--- config.mk ---
export PLATFORM = sky130hd
export DESIGN_NAME = audio_serial_controller
export DESIGN_NICKNAME = d
export VERILOG_FILES = /design/src/audio_serial_pkg.sv /design/src/audio_serial_controller.sv
export VERILOG_INCLUDE_DIRS = /design/src /design/src/src
export SDC_FILE = /design/constraint.sdc
export NUM_CORES = 1
export LEC_CHECK = 0
export ABC_AREA = 1
export ABC_CLOCK_PERIOD_IN_PS = 2700
export BUFFER_PORTS_ARGS = -buffer_cell sky130_fd_sc_hd__buf_2
export CORE_ASPECT_RATIO = 0.75
export CORE_MARGIN = 2
export CORE_UTILIZATION = 40
export DETAILED_ROUTE_END_ITERATION = 6
export GPL_TIMING_DRIVEN = 0
export PLACE_DENSITY = 0.68
export SYNTH_ARGS = -nofsm -noshare
export SYNTH_HDL_FRONTEND = slang
export SYNTH_SLANG_ARGS = --single-unit
--- constraint.sdc ---
create_clock -name i_core_clk -period 2.7 [get_ports i_core_clk]
set_input_delay 0.135 -clock i_core_clk [delete_from_list [all_inputs] [get_ports i_core_clk]]
set_output_delay 0.135 -clock i_core_clk [all_outputs]
set_load 0.02 [all_outputs]
--- src/audio_serial_consts.svh ---
// constants of the audio serial controller: field codes, slot sizes, lanes
// assumes inclusion by its bare name from the package and the design file
`ifndef AUDIO_SERIAL_CONSTS_SVH
`define AUDIO_SERIAL_CONSTS_SVH
`define WORD_W 32
`define DL_32 3'h0
`define DL_24 3'h1
`define DL_20 3'h2
`define DL_18 3'h3
`define DL_16 3'h4
`define DL_16C 3'h5
`define DL_8 3'h6
`define DL_8C 3'h7
`define BITS_32 6'h20
`define BITS_24 6'h18
`define BITS_20 6'h14
`define BITS_18 6'h12
`define BITS_16 6'h10
`define BITS_8 6'h08
`define MCK_MULT 11'h010
`define CH_LEFT 1'b0
`define CH_RIGHT 1'b1
`define RST_WORD 32'h0000_0000
`endif

--- src/audio_serial_pkg.sv ---
// types shared by the audio serial controller and its bench
// assumes audio_serial_consts.svh sits on the include path
`include "audio_serial_consts.svh"
package audio_serial_pkg;
  typedef enum logic [1:0] {MODE_SLAVE, MODE_MASTER, MODE_CONTROLLER} mode_t;
  typedef struct packed {
    mode_t mode;
    logic [2:0] sample_length_field;
    logic slot_size_select;
    logic master_clock_output_mode;
    logic [5:0] master_clock_ratio_field;
    logic transmit_mono;
    logic receive_mono;
    logic repeat_last_on_underrun;
  } cfg_t;
  typedef struct packed {
    logic transmitter_disable;
    logic transmitter_enable;
    logic clock_generator_disable;
    logic clock_generator_enable;
    logic receiver_disable;
    logic receiver_enable;
  } ctrl_t;
  typedef struct packed {
    logic [1:0] transmit_underrun_channel_bits;
    logic transmit_underrun_flag;
    logic transmit_ready_flag;
    logic [1:0] receive_overrun_channel_bits;
    logic receive_overrun_flag;
    logic receive_ready_flag;
    logic transmitter_on;
    logic clock_generator_on;
    logic receiver_on;
  } status_t;
endpackage

--- src/audio_serial_controller.sv ---
// audio serial controller: clock generator, transmitter, receiver, holding regs
// assumes all inputs synchronous to i_core_clk; config written only when stopped
//
// Overview of operation
// - master/controller drive clocks; controller no data
// - msb first, one bit after word select
// - send on falling, sample on rising
// - word select low left, high right
// - word lengths 8,16,18,20,24,32
// - pad transmit zeros, drop surplus received bits
// - master clock is 32 times (ratio+1) fs
// - bit clock is twice slot times fs
// - output mode: forward clock, divide for bit clock
// - output mode clear: bit clock is core/2, master clock held low
// - mono duplicates left sample to right
// - receive ready set on word, cleared by read
// - unread word: overrun flag and channel bit
// - transmit ready while holding empty, write clears
// - missing word: underrun flag and channel bit
// - underrun sends zero or previous channel word
// - holding samples right-justified, compact packing lanes
// - stop waits for the current frame end
// - holding order is left then right
// - interrupt when flag and its mask set
// - enable ignored when disable written too
`timescale 1ns/1ps
`default_nettype none
`include "audio_serial_consts.svh"
module audio_serial_controller import audio_serial_pkg::*; (
  input wire logic i_core_clk,
  input wire logic i_rst_b,
  input wire cfg_t i_cfg,
  input wire ctrl_t i_ctrl,
  input wire logic i_thr_wr,
  input wire logic [`WORD_W-1:0] i_thr_data,
  input wire logic i_rhr_rd,
  output logic [`WORD_W-1:0] o_rhr_data,
  input wire logic i_clr_overrun,
  input wire logic i_clr_underrun,
  input wire logic [3:0] i_irq_mask,
  output logic o_irq,
  output status_t o_status,
  output logic o_master_clock_pin,
  input wire logic i_bit_clock_pin,
  output logic o_bit_clock_pin,
  output logic o_bit_clock_oe,
  input wire logic i_word_select_pin,
  output logic o_word_select_pin,
  output logic o_word_select_oe,
  input wire logic i_serial_data_in_pin,
  output logic o_serial_data_out_pin
);
  // ----------------------------------------
  // format decode
  // ----------------------------------------
  logic [2:0] dl;
  logic [5:0] slot_bits, word_bits;
  logic cmp, cmp16, drives_clk;
  assign dl = i_cfg.sample_length_field;
  assign cmp = (dl == `DL_16C) || (dl == `DL_8C);
  assign cmp16 = (dl == `DL_16C);
  assign drives_clk = (i_cfg.mode != MODE_SLAVE);
  always_comb begin
    unique case (dl)
      `DL_32: slot_bits = `BITS_32;
      `DL_24, `DL_20, `DL_18: slot_bits = i_cfg.slot_size_select ? `BITS_24 : `BITS_32;
      `DL_16, `DL_16C: slot_bits = `BITS_16;
      `DL_8, `DL_8C: slot_bits = `BITS_8;
    endcase
    unique case (dl)
      `DL_32: word_bits = `BITS_32;
      `DL_24: word_bits = `BITS_24;
      `DL_20: word_bits = `BITS_20;
      `DL_18: word_bits = `BITS_18;
      `DL_16, `DL_16C: word_bits = `BITS_16;
      `DL_8, `DL_8C: word_bits = `BITS_8;
    endcase
  end

  // ----------------------------------------
  // enables: clock generator, receiver, transmitter
  // ----------------------------------------
  logic [2:0] on_q, on_d, pend_q, pend_d, en_v, dis_v;
  logic frame_edge, ck_run, rx_act, tx_act;
  assign en_v = {i_ctrl.transmitter_enable, i_ctrl.clock_generator_enable,
                 i_ctrl.receiver_enable};
  assign dis_v = {i_ctrl.transmitter_disable, i_ctrl.clock_generator_disable,
                  i_ctrl.receiver_disable};
  assign ck_run = drives_clk && on_q[1];
  // controller mode keeps both data paths idle
  assign rx_act = on_q[0] && (i_cfg.mode != MODE_CONTROLLER);
  assign tx_act = on_q[2] && (i_cfg.mode != MODE_CONTROLLER);
  always_comb begin
    on_d = on_q;
    pend_d = pend_q;
    for (int i = 0; i < 3; i++) begin
      // controller mode never starts the data paths, so their status stays low
      if (en_v[i] && !dis_v[i] && (i == 1 || i_cfg.mode != MODE_CONTROLLER)) begin
        on_d[i] = 1'b1;
        pend_d[i] = 1'b0;
      end else if (dis_v[i] && on_q[i]) begin
        pend_d[i] = 1'b1;
      end
      // stop at frame end; in master or controller mode with the clock generator off nothing is in flight
      if (pend_q[i] && !(en_v[i] && !dis_v[i]) &&
          (frame_edge || (drives_clk && !on_q[1]))) begin
        on_d[i] = 1'b0;
        pend_d[i] = 1'b0;
      end
    end
  end
  always_ff @(posedge i_core_clk or negedge i_rst_b) begin
    if (!i_rst_b) begin
      on_q <= 3'h0;
      pend_q <= 3'h0;
    end else begin
      on_q <= on_d;
      pend_q <= pend_d;
    end
  end

  // ----------------------------------------
  // clock generator (master and controller)
  // ----------------------------------------
  logic [10:0] half_raw, half, hp_q, hp_d;
  logic [6:0] fcnt_q, fcnt_d;
  logic bck_q, bck_d, ws_q, ws_d, mck_q, mck_d;
  // master clock is core/2, so a bit clock half period is mck/bck core cycles
  assign half_raw = 11'((`MCK_MULT * (11'(i_cfg.master_clock_ratio_field) + 11'h001))
                        / 11'(slot_bits));
  assign half = !i_cfg.master_clock_output_mode ? 11'h001 :
                (half_raw == 11'h000) ? 11'h001 : half_raw;
  always_comb begin
    hp_d = hp_q;
    bck_d = bck_q;
    fcnt_d = fcnt_q;
    ws_d = ws_q;
    mck_d = ck_run && i_cfg.master_clock_output_mode && !mck_q;
    if (!ck_run) begin
      hp_d = 11'h000;
      bck_d = 1'b0;
      fcnt_d = 7'h00;
      ws_d = `CH_LEFT;
    end else if (hp_q == 11'h000) begin
      hp_d = half - 11'h001;
      bck_d = !bck_q;
      if (bck_q) begin
        fcnt_d = (fcnt_q == {slot_bits, 1'b0} - 7'h01) ? 7'h00 : fcnt_q + 7'h01;
        ws_d = (fcnt_d >= 7'(slot_bits)) ? `CH_RIGHT : `CH_LEFT;
      end
    end else begin
      hp_d = hp_q - 11'h001;
    end
  end
  always_ff @(posedge i_core_clk or negedge i_rst_b) begin
    if (!i_rst_b) begin
      hp_q <= 11'h000;
      bck_q <= 1'b0;
      fcnt_q <= 7'h00;
      ws_q <= `CH_LEFT;
      mck_q <= 1'b0;
    end else begin
      hp_q <= hp_d;
      bck_q <= bck_d;
      fcnt_q <= fcnt_d;
      ws_q <= ws_d;
      mck_q <= mck_d;
    end
  end
  assign o_master_clock_pin = mck_q;
  assign o_bit_clock_pin = bck_q;
  assign o_word_select_pin = ws_q;
  assign o_bit_clock_oe = drives_clk;
  assign o_word_select_oe = drives_clk;

  // ----------------------------------------
  // link edges, common to both data paths
  // ----------------------------------------
  logic bck_now, ws_now, bck_prev_q, ws_rise_q, rise, fall, ws_chg;
  assign bck_now = drives_clk ? bck_q : i_bit_clock_pin;
  assign ws_now = drives_clk ? ws_q : i_word_select_pin;
  assign rise = bck_now && !bck_prev_q;
  assign fall = !bck_now && bck_prev_q;
  assign ws_chg = rise && (ws_now != ws_rise_q);
  assign frame_edge = ws_chg && (ws_now == `CH_LEFT);
  always_ff @(posedge i_core_clk or negedge i_rst_b) begin
    if (!i_rst_b) begin
      bck_prev_q <= 1'b0;
      ws_rise_q <= `CH_LEFT;
    end else begin
      bck_prev_q <= bck_now;
      if (rise) begin
        ws_rise_q <= ws_now;
      end
    end
  end

  // ----------------------------------------
  // transmitter
  // ----------------------------------------
  logic [`WORD_W-1:0] hold_q, hold_d, sh_q, sh_d, pend_r_q, pend_r_d, s;
  logic [`WORD_W-1:0] last_q [2], last_d [2];
  logic full_q, full_d, tch_q, tch_d, sdo_q, sdo_d, ur_q, ur_d, take, tsync_q, tsync_d;
  logic [1:0] urch_q, urch_d;
  always_comb begin
    hold_d = i_thr_wr ? i_thr_data : hold_q;
    sh_d = sh_q;
    pend_r_d = pend_r_q;
    last_d = last_q;
    tch_d = tch_q;
    tsync_d = tsync_q && tx_act;
    sdo_d = sdo_q;
    ur_d = ur_q && !i_clr_underrun;
    urch_d = i_clr_underrun ? 2'h0 : urch_q;
    take = 1'b0;
    s = `RST_WORD;
    if (!tx_act) begin
      sdo_d = 1'b0;
    end
    if (fall) begin
      tch_d = ws_rise_q;
      sdo_d = tx_act && sh_q[`WORD_W-1];
      sh_d = {sh_q[`WORD_W-2:0], 1'b0};
      // a new slot is seen one falling edge after word select moved
      if (tx_act && ws_rise_q != tch_q) begin
        // a stream opens on a left slot only, so writes pair left then right
        if (ws_rise_q == `CH_LEFT) begin
          tsync_d = 1'b1;
        end
        if (ws_rise_q == `CH_RIGHT && !tsync_q) begin
          s = `RST_WORD;
        end else if (ws_rise_q == `CH_RIGHT && (cmp || i_cfg.transmit_mono)) begin
          s = pend_r_q;
        end else if (full_q) begin
          take = 1'b1;
          s = !cmp ? hold_q : cmp16 ? {16'h0000, hold_q[15:0]} :
              {24'h00_0000, hold_q[7:0]};
          pend_r_d = i_cfg.transmit_mono ? s : cmp16 ? {16'h0000, hold_q[31:16]} :
                     {24'h00_0000, hold_q[15:8]};
        end else begin
          ur_d = 1'b1;
          urch_d[ws_rise_q] = 1'b1;
          s = i_cfg.repeat_last_on_underrun ? last_q[ws_rise_q] : `RST_WORD;
          pend_r_d = i_cfg.transmit_mono ? s :
                     i_cfg.repeat_last_on_underrun ? last_q[`CH_RIGHT] : `RST_WORD;
        end
        last_d[ws_rise_q] = s;
        sh_d = s << (7'(`BITS_32) - 7'(word_bits));
        sdo_d = sh_d[`WORD_W-1];
        sh_d = {sh_d[`WORD_W-2:0], 1'b0};
      end
    end
    full_d = i_thr_wr || (full_q && !take);
  end
  always_ff @(posedge i_core_clk or negedge i_rst_b) begin
    if (!i_rst_b) begin
      hold_q <= `RST_WORD;
      sh_q <= `RST_WORD;
      pend_r_q <= `RST_WORD;
      last_q <= '{`RST_WORD, `RST_WORD};
      full_q <= 1'b0;
      tch_q <= `CH_LEFT;
      tsync_q <= 1'b0;
      sdo_q <= 1'b0;
      ur_q <= 1'b0;
      urch_q <= 2'h0;
    end else begin
      hold_q <= hold_d;
      sh_q <= sh_d;
      pend_r_q <= pend_r_d;
      last_q <= last_d;
      full_q <= full_d;
      tch_q <= tch_d;
      tsync_q <= tsync_d;
      sdo_q <= sdo_d;
      ur_q <= ur_d;
      urch_q <= urch_d;
    end
  end
  assign o_serial_data_out_pin = sdo_q;

  // ----------------------------------------
  // receiver
  // ----------------------------------------
  logic [`WORD_W-1:0] rsh_q, rsh_d, rleft_q, rleft_d, rhr_q, rhr_d, r;
  logic [5:0] rcnt_q, rcnt_d;
  logic rsync_q, rsync_d, rdy_q, rdy_d, or_q, or_d, push;
  logic [1:0] orch_q, orch_d;
  always_comb begin
    rsh_d = rsh_q;
    rcnt_d = rcnt_q;
    rleft_d = rleft_q;
    rhr_d = rhr_q;
    rsync_d = rsync_q && rx_act;
    or_d = or_q && !i_clr_overrun;
    orch_d = i_clr_overrun ? 2'h0 : orch_q;
    push = 1'b0;
    r = `RST_WORD;
    if (rise) begin
      if (rcnt_q < word_bits) begin
        rsh_d = {rsh_q[`WORD_W-2:0], i_serial_data_in_pin};
        rcnt_d = rcnt_q + 6'h01;
      end
      if (ws_chg) begin
        if (rx_act && rsync_q) begin
          if (ws_rise_q == `CH_LEFT) begin
            rleft_d = rsh_d;
            push = !cmp;
            r = rsh_d;
          end else begin
            push = 1'b1;
            r = i_cfg.receive_mono ? rleft_q : rsh_d;
            if (cmp) begin
              r = cmp16 ? {r[15:0], rleft_q[15:0]} :
                  {16'h0000, r[7:0], rleft_q[7:0]};
            end
          end
        end
        rsh_d = `RST_WORD;
        rcnt_d = 6'h00;
        // words are delivered from a left slot on, never a lone right first
        rsync_d = rx_act && (rsync_q || ws_now == `CH_LEFT);
      end
    end
    if (push) begin
      rhr_d = r;
      if (rdy_q && !i_rhr_rd) begin
        or_d = 1'b1;
        orch_d[ws_rise_q] = 1'b1;
      end
    end
    rdy_d = push || (rdy_q && !i_rhr_rd);
  end
  always_ff @(posedge i_core_clk or negedge i_rst_b) begin
    if (!i_rst_b) begin
      rsh_q <= `RST_WORD;
      rleft_q <= `RST_WORD;
      rhr_q <= `RST_WORD;
      rcnt_q <= 6'h00;
      rsync_q <= 1'b0;
      rdy_q <= 1'b0;
      or_q <= 1'b0;
      orch_q <= 2'h0;
    end else begin
      rsh_q <= rsh_d;
      rleft_q <= rleft_d;
      rhr_q <= rhr_d;
      rcnt_q <= rcnt_d;
      rsync_q <= rsync_d;
      rdy_q <= rdy_d;
      or_q <= or_d;
      orch_q <= orch_d;
    end
  end
  assign o_rhr_data = rhr_q;

  // ----------------------------------------
  // status and interrupt request
  // ----------------------------------------
  logic [3:0] flags;
  assign flags = {ur_q, !full_q, or_q, rdy_q};
  assign o_irq = |(flags & i_irq_mask);
  assign o_status = '{transmit_underrun_channel_bits: urch_q, transmit_underrun_flag: ur_q,
                      transmit_ready_flag: !full_q, receive_overrun_channel_bits: orch_q,
                      receive_overrun_flag: or_q, receive_ready_flag: rdy_q,
                      transmitter_on: on_q[2], clock_generator_on: on_q[1],
                      receiver_on: on_q[0]};
endmodule
`default_nettype wire

==> results of run 1 <==
[cell usage after synthesis, types with 4 or more instances]
| library cell | number | area, µm² |
|---|---|---|
| nand2_1 | 540 | 2030 |
| o21ai_0 | 367 | 1840 |
| dfrtp_1 | 302 | 7560 |
| inv_1 | 266 | 998 |
| nor2_1 | 145 | 544 |
| clkbuf_1 | 115 | 432 |
| a21oi_1 | 110 | 551 |
| o22ai_1 | 75 | 469 |
| o211ai_1 | 55 | 413 |
| nand3_1 | 54 | 270 |
| ha_1 | 35 | 438 |
| nor3_1 | 23 | 115 |
| a22oi_1 | 20 | 150 |
| xor2_1 | 17 | 149 |
| nand4_1 | 16 | 100 |
| o21ai_1 | 14 | 70.1 |
| nand2_2 | 12 | 75.1 |
| o31ai_1 | 12 | 90.1 |
| or2_2 | 12 | 75.1 |
| a31oi_1 | 11 | 68.8 |
| o21bai_1 | 11 | 82.6 |
| o221ai_1 | 11 | 96.3 |
| a2bb2oi_1 | 9 | 78.8 |
| buf_1 | 6 | 22.5 |
| a32oi_1 | 5 | 43.8 |
| buf_4 | 5 | 37.5 |
| clkinv_1 | 5 | 18.8 |
| inv_2 | 5 | 18.8 |
| nand3_2 | 5 | 50.1 |
| nor2_2 | 5 | 31.3 |
| nor2_4 | 5 | 56.3 |
| xnor2_1 | 4 | 35.0 |
[flip-flops by register name, indices dropped and copies added (netlist names), 6 cells and up]
| register | count |
|---|---|
| fcnt_q | 7 |
| hold_q | 32 |
| rcnt_q | 6 |
| hp_q | 11 |
| o_rhr_data | 32 |
| rleft_q | 32 |
| sh_q | 31 |
| rsh_q | 32 |
| pend_r_q | 32 |
| last_q | 64 |
[kinds of logic after synthesis]
logic type                 Yosys count
AOI/OAI and AO/OA                  711
xor gates and xnor gates            21
adders and majority gates           35
buffers and inverters              410
DFF                                302
muxes                                1
and+or+nand+nor                    832
[layout make-up]
type / count / area [µm²] / area share
timing repair buffer: 268 / 1980 / 0.0890
clock buffer: 42 / 887 / 0.0398
inverter: 278 / 1090 / 0.0490
multi-input combinational: 1600 / 9050 / 0.407
clock inverter: 15 / 258 / 0.0116
buffer: 131 / 722 / 0.0324
sequential: 302 / 7560 / 0.340
tap: 569 / 712 / 0.0320
[routing by layer]
metal  part of all wire  GRT usage
met1               0.44      0.402
met2               0.42      0.417
met3               0.11     0.0792
met4              0.028     0.0759
met5                  0          0
[worst reg2reg max path: stages, from the launching register on]
cell     delay, ns
dfrtp_1       0.37
or4_1         0.53
nor3_1        0.16
nand2_1       0.11
nor2_2        0.29
nand3_1       0.14
nor2_2        0.13
nand2_2       0.08
nand2_4       0.08
ha_4          0.14
nand4_1       0.14
nor3_2        0.24
o21ai_1       0.08
a21oi_1       0.14
[per-stage QoR]
stage | worst slack (ns) | instance area (µm²)
detailed placement | -7.02 | 18900
global placement | -6.79 | 18800
CTS | -5.06 | 21600
floorplan | -5.74 | 17500
finish | -5.30 | 22300
global route | -5.80 | 22300
[power groups by stage]
| stage | Clock [mW] | Sequential (mW) | Combinational [mW] |
|---|---|---|---|
| floorplan | 0 | 6.88 | 6.95 |
| global placement | 0 | 6.87 | 9.81 |
| detailed placement | 0 | 6.91 | 10.1 |
| CTS | 4.96 | 6.87 | 11.5 |
| global route | 5.16 | 7.08 | 13.9 |
| finish | 4.93 | 6.91 | 12.8 |
[timing repair]
| item | 4_1_cts | 5_1_grt |
|---|---|---|
| pin swaps | 53 | 56 |
| setup endpoints to repair | 251 | 183 |
| hold endpoints to repair | 147 | 0 |
| resized for setup | 182 | 156 |
| buffers inserted | 73 | 31 |
| hold buffers | 51 | 0 |
[worst min path at each step]
stage,from,end
5_1_grt,i_thr_wr,hold_q[2]$_DFFE_PN0P_
4_1_cts,i_cfg[15],bck_prev_q$_DFF_PN0_
2_1_floorplan,i_rst_b,bck_prev_q$_DFF_PN0_
3_5_place_dp,i_rst_b,or_q$_DFF_PN0_
6_report,i_thr_wr,hold_q[2]$_DFFE_PN0P_
3_3_place_gp,i_rhr_rd,rdy_q$_DFF_PN0_
==> reports/metrics.yaml, run 1 <==
logic_synthesis:
  muxShareOfSynthArea: 0.000650
  yosysUniqueCellTypes: 52
  synthAdderAreaFrac: 0.0253
  async_flop_share: 1.00
  synth_xor_area_frac: 0.0106
  syn-num-nets: 2414
  ys_warn_count: 0
  yosys.area_share.simple: 0.202
  synth-main-ff-cell: "dfrtp_1"
  avgSynthCellArea_um2: 7.49
  synth_top_family_by_area: "compound AO/OA/AOI/OAI gates"
  syn-cell-area_mm2: 0.0173
  synth_edf_count: 0
  seq_area_frac_synth: 0.436
  synth_compound_area_frac: 0.234
  synth_seq_cells: 302
  syn-instance-count: 2312
timing:
  fin_skew_ns: 0.0177
  worst_slew_pin_slew_ns: 0.920
  setup_ws_ns: -5.30
  slew_headroom: 0.382
  setup_tns_ns: -55.91
  hold_viol: 0
  fmax_ghz: 0.125
  slew_violations: 0
  finalCritPeriodShare: 2.96
  setup_viol: 11
  period_needed_ns: 8.00
  rsz0062_at_grt: "true"
  hold_ws_ns: 0.00767
power_and_ir_drop:
  p_clk_frac: 0.200
  power_density_mw_per_mm2: 1110
  comb_power_share: 0.519
  power_mw: 24.6
  p_leak_nw: 10.5
  switching_share: 0.445
  max-vdd-ir-drop_mv: 0.588
  power.internal_mw: 13.7
  switchingPower_mw: 11.0
  pwr-share-seq: 0.281
setup_path:
  crit_start: "i_cfg[13]"
  crit_path_frequent_cell: "nand2_2"
  critical_path_buf_inv_count: 13
  critPathSlowestCell: "ha_4"
  reg2reg_to: "hp_q[8]$_DFF_PN0_"
  worstPathArrival_ns: 8.51
  r2r_start: "hp_q[5]$_DFF_PN0_"
  cp_max_fo: 6
  cp-start-kind: "input pin"
  ff2ff_setup_slack_ns: 0
  rr_worst_depth: 13
  cp-end-kind: "flip-flop"
  slowest_delay_ns: 0.32
  worstPathRequired_ns: 3.21
  cp.depth: 76
  crit_family: "simple AND/OR/NAND/NOR gates"
  worstSetupPathType: "in -> reg"
  critPathCapture: "hp_q[8]$_DFF_PN0_"
finish:
  fin_util: 0.526
  fin_nets: 2714
  drive_gt1_frac: 0.204
  finalNonFillerCells: 3205
  final_cell_mix: "nand2_1, o21ai_0, dfrtp_1, inv_1, nor2_1"
  fillCellCount: 3985
  n_antenna_cell: 0
  syn_to_final_growth_pct: 28.5
  layout_commonest_cell: "nand2_1"
global_routing:
  antenna_found_initial: 0
  grtUsageTotal: 0.281
  grt_pass1_wl_mm: 99.3
  grt_overflow: 0
  first_global_vias: 17500
  grt_max_degree: 115
run_status:
  status: "finished with violations"
  violations: "negative setup slack"
job:
  cap_viol_max_count: 0
die:
  fp-row-count: 65
  die_w_um: 244
  core_mm2: 0.0424
  die_y_um: 184
  dieArea_mm2: 0.0450
  start_util: 0.409
  io_pins: 117
clock_tree:
  cts_tree: "yes"
  clk_pin_slew_ns: 0.06
  cts.sinks: 302
  cts_made_buffers: 31
  htreeDepth: 1
  clk_latency_ns: 0.59
  cts_root_buffer: "clkbuf_16"
  clk_path_buf_depth: 3
worst_hold_path:
  worstHoldPathCells: 2
  hold_path.class: "in -> reg"
placed_design:
  placed_cells: 2995
  dp_hpwl_mm: 45.4
  place.gp.congestion: 0.976
  portBuffers: 112
route:
  ant_nets: 0
  drc: 0
  vias_per_cell: 5.69
  initialDrtViolationCount: 2031
  vias: 18200
  avgRoutedWirePerCell_um: 20.2
  drt-total-wl_mm: 64.7
  drtPass1Iterations: 6
No activity file was read; power rests on OpenSTA's default activity.
==> inputs of run 2 (changes only) <==
ABC_CLOCK_PERIOD_IN_PS = 8650   (was 2700)
PLACE_DENSITY = 0.66   (was 0.68)
clock period = 8.65 ns   (was 2.7 ns; I/O delays follow)
==> run 2 against run 1 <==
Net effect: the flow finishes with violations (negative hold slack); sequential share of layout area increased by 2.5 points; non-clock buffer count decreased by 111; first-iteration DRC count is 15% higher; power shrank 71%; die area unchanged; final cell count shrank 3.3%; clock-buffer cell count increased by 10; critical path type unchanged; largest cell class unchanged; highest routed layer unchanged.
==> reports/metrics.yaml, run 2 (synthesized netlist as in run 1, its figures left out) <==
finish:
  syn_to_final_growth_pct: 19.6
  largest_register_ffs: 64  # unchanged
  register_area_mm2: 0.00756  # about the same
  fin_nets: 2606  # -4.0%
  layout_commonest_cell: "nand2_1"
  regMostFlops: "last_q"
  drive_gt1_frac: 0.135  # -0.0689
  multi_input_comb_area_mm2: 0.00865  # -4.4%
  final_cell_mix: "nand2_1, o21ai_0, dfrtp_1, inv_1, nor2_1"
  fin_area_mm2: 0.0207  # -7.0%
  fin_util: 0.489  # -0.0366
  fillCellCount: 4108  # +3.1%
power_and_ir_drop:
  power_density_mw_per_mm2: 348  # -69%
  switching_share: 0.448  # +0.00282
  switchingPower_mw: 3.22  # -71%
  power.internal_mw: 3.98  # -71%
  max-vdd-ir-drop_mv: 0.179  # -70%
  comb_power_share: 0.485  # -0.034
  p_leak_nw: 9.74  # -6.9%
  p_clk_frac: 0.217  # +0.017
  pwr-share-seq: 0.298  # +0.017
clock_tree:
  cts_tree: "yes"
  htreeDepth: 2  # +1
  clk_latency_ns: 0.54  # -0.05 ns
  clk_path_buf_depth: 3  # unchanged
  cts_root_buffer: "clkbuf_16"
  clk_pin_slew_ns: 0.06  # about the same
  postCtsHoldBufs: 0  # -100%
  cts.sinks: 302  # unchanged
  cts_made_buffers: 34  # +9.7%
global_routing:
  first_global_vias: 16400  # -5.9%
  grt_pass1_wl_mm: 94.5  # -4.8%
  antenna_found_initial: 1  # +1
  grtUsageTotal: 0.268  # -0.0133
  grt_overflow: 0  # unchanged
  grt_max_degree: 116  # +0.87%
route:
  drt-total-wl_mm: 61.4  # -5.0%
  ant_nets: 0  # unchanged
  vias_per_cell: 5.69  # +0.11%
  avgRoutedWirePerCell_um: 19.8  # -1.8%
  drtPass1Iterations: 6  # unchanged
  drc: 0  # unchanged
  initialDrtViolationCount: 2334  # +15%
  vias: 17700  # -3.2%
timing:
  fin_skew_ns: 0.0175  # -0.000154 ns
  rsz0062_at_grt: "true"
  period_needed_ns: 8.27
  setup_viol: 0  # -11
  hold_viol: 29  # +29
  finalCritPeriodShare: 0.956
  slew_violations: 0  # unchanged
  slew_headroom: 0.280  # -0.102
  fmax_ghz: 0.121
  hold_ws_ns: -0.0746  # -0.0822 ns
  worst_slew_pin_slew_ns: 1.07  # +0.153 ns
  setup_tns_ns: 0  # +55.91 ns
setup_path:
  ff2ff_setup_slack_ns: 3.80  # +3.80 ns
  worstPathArrival_ns: 8.72  # +0.21 ns
  worstPathRequired_ns: 9.11  # +5.90 ns
  rr_worst_depth: 12  # -1
  cp-start-kind: "input pin"
  crit_start: "i_cfg[11]"
  crit_path_frequent_cell: "nand2_4"
  reg2reg_to: "sh_q[28]$_DFFE_PN0P_"
  cp-end-kind: "flip-flop"
  r2r_start: "ws_rise_q$_DFFE_PN0P_"
  critPathCapture: "hp_q[6]$_DFF_PN0_"
  cp_max_fo: 7  # +1
  worstSetupPathType: "in -> reg"
  critPathSlowestCell: "ha_4"
  slowest_delay_ns: 0.30  # -0.02 ns
placed_design:
  dp_hpwl_mm: 45.0  # -1.0%
  place.gp.congestion: 0.982  # +0.64%
  dpl_cell_area_mm2: 0.0188  # -0.19%
  portBuffers: 112  # unchanged
run_status:
  status: "finished with violations"
  violations: "negative hold slack"
worst_hold_path:
  hold_path.class: "in -> async"
die:
  start_util: 0.409  # unchanged
  die_y_um: 184  # unchanged
  die_w_um: 244  # unchanged
  fp-row-count: 65  # unchanged
  core_mm2: 0.0424  # unchanged
  dieArea_mm2: 0.0450  # unchanged
  io_pins: 117  # unchanged
job:
  cap_viol_max_count: 0  # unchanged
run 2: worst min-delay path by stage:
stage	startpoint	to	slack, ns	depth (start not counted)
after detailed placement	o_master_clock_pin$_DFF_PN0_	o_master_clock_pin$_DFF_PN0_	0.45	1
after global routing	i_rst_b	or_q$_DFF_PN0_	0.03	1
after CTS	i_rst_b	or_q$_DFF_PN0_	0.008	1
after floorplan	i_rst_b	bck_prev_q$_DFF_PN0_	0.14	0
final	i_rst_b	or_q$_DFF_PN0_	-0.07	1
after global placement	o_master_clock_pin$_DFF_PN0_	o_master_clock_pin$_DFF_PN0_	0.44	1
run 2: metrics by stage:
step / total power, mW / std cells / setup WS (ns)
2_1_floorplan: 4.31 / 2312 / -0.148
3_3_place_gp: 5.21 / 2993 / -1.33
3_5_place_dp: 5.29 / 2995 / -1.48
4_1_cts: 6.94 / 3068 / 0.0267
5_1_grt: 7.70 / 3099 / -0.180
6_report: 7.20 / 3100 / 0.381
run 2: cell type report:
type	instances	share of cell area
tap	569	0.0344
sequential	302	0.365
buffer	131	0.0261
timing repair buffer	157	0.0479
clock inverter	10	0.00634
inverter	278	0.0516
multi-input combinational	1600	0.418
antenna	1	0.000121
clock buffer	52	0.0513
run 2: per-layer routing:
layer / share of wire / vias to the layer above / GRT usage
li1: - / 8117 / -
met1: 0.45 / 8550 / 0.410
met2: 0.41 / 873 / 0.378
met3: 0.11 / 113 / 0.0563
met4: 0.023 / 0 / 0.0720
met5: 0 / - / 0
run 2: timing repair:
action / 4_1_cts / 5_1_grt
buffers inserted: 12 / 31
pin swaps: 12 / 55
resized for setup: 13 / 70
endpoints found under the setup margin: 11 / 11
run 2: critical path: cells and delay by family:
kind            cells  cell delay, ns
compound gates      9            1.05
simple gates       44            3.95
xor+xnor            1            0.13
buf+inv            11            0.94
fa+ha+maj           9            2.19
run 2: power by group through the flow:
stage               Sequential, mW  Combinational [mW]  Clock, mW
floorplan                     2.15                2.16          0
global placement              2.14                3.06          0
detailed placement            2.16                3.14          0
CTS                           2.14                3.22       1.59
global route                  2.19                3.85       1.65
finish                        2.15                3.50       1.56
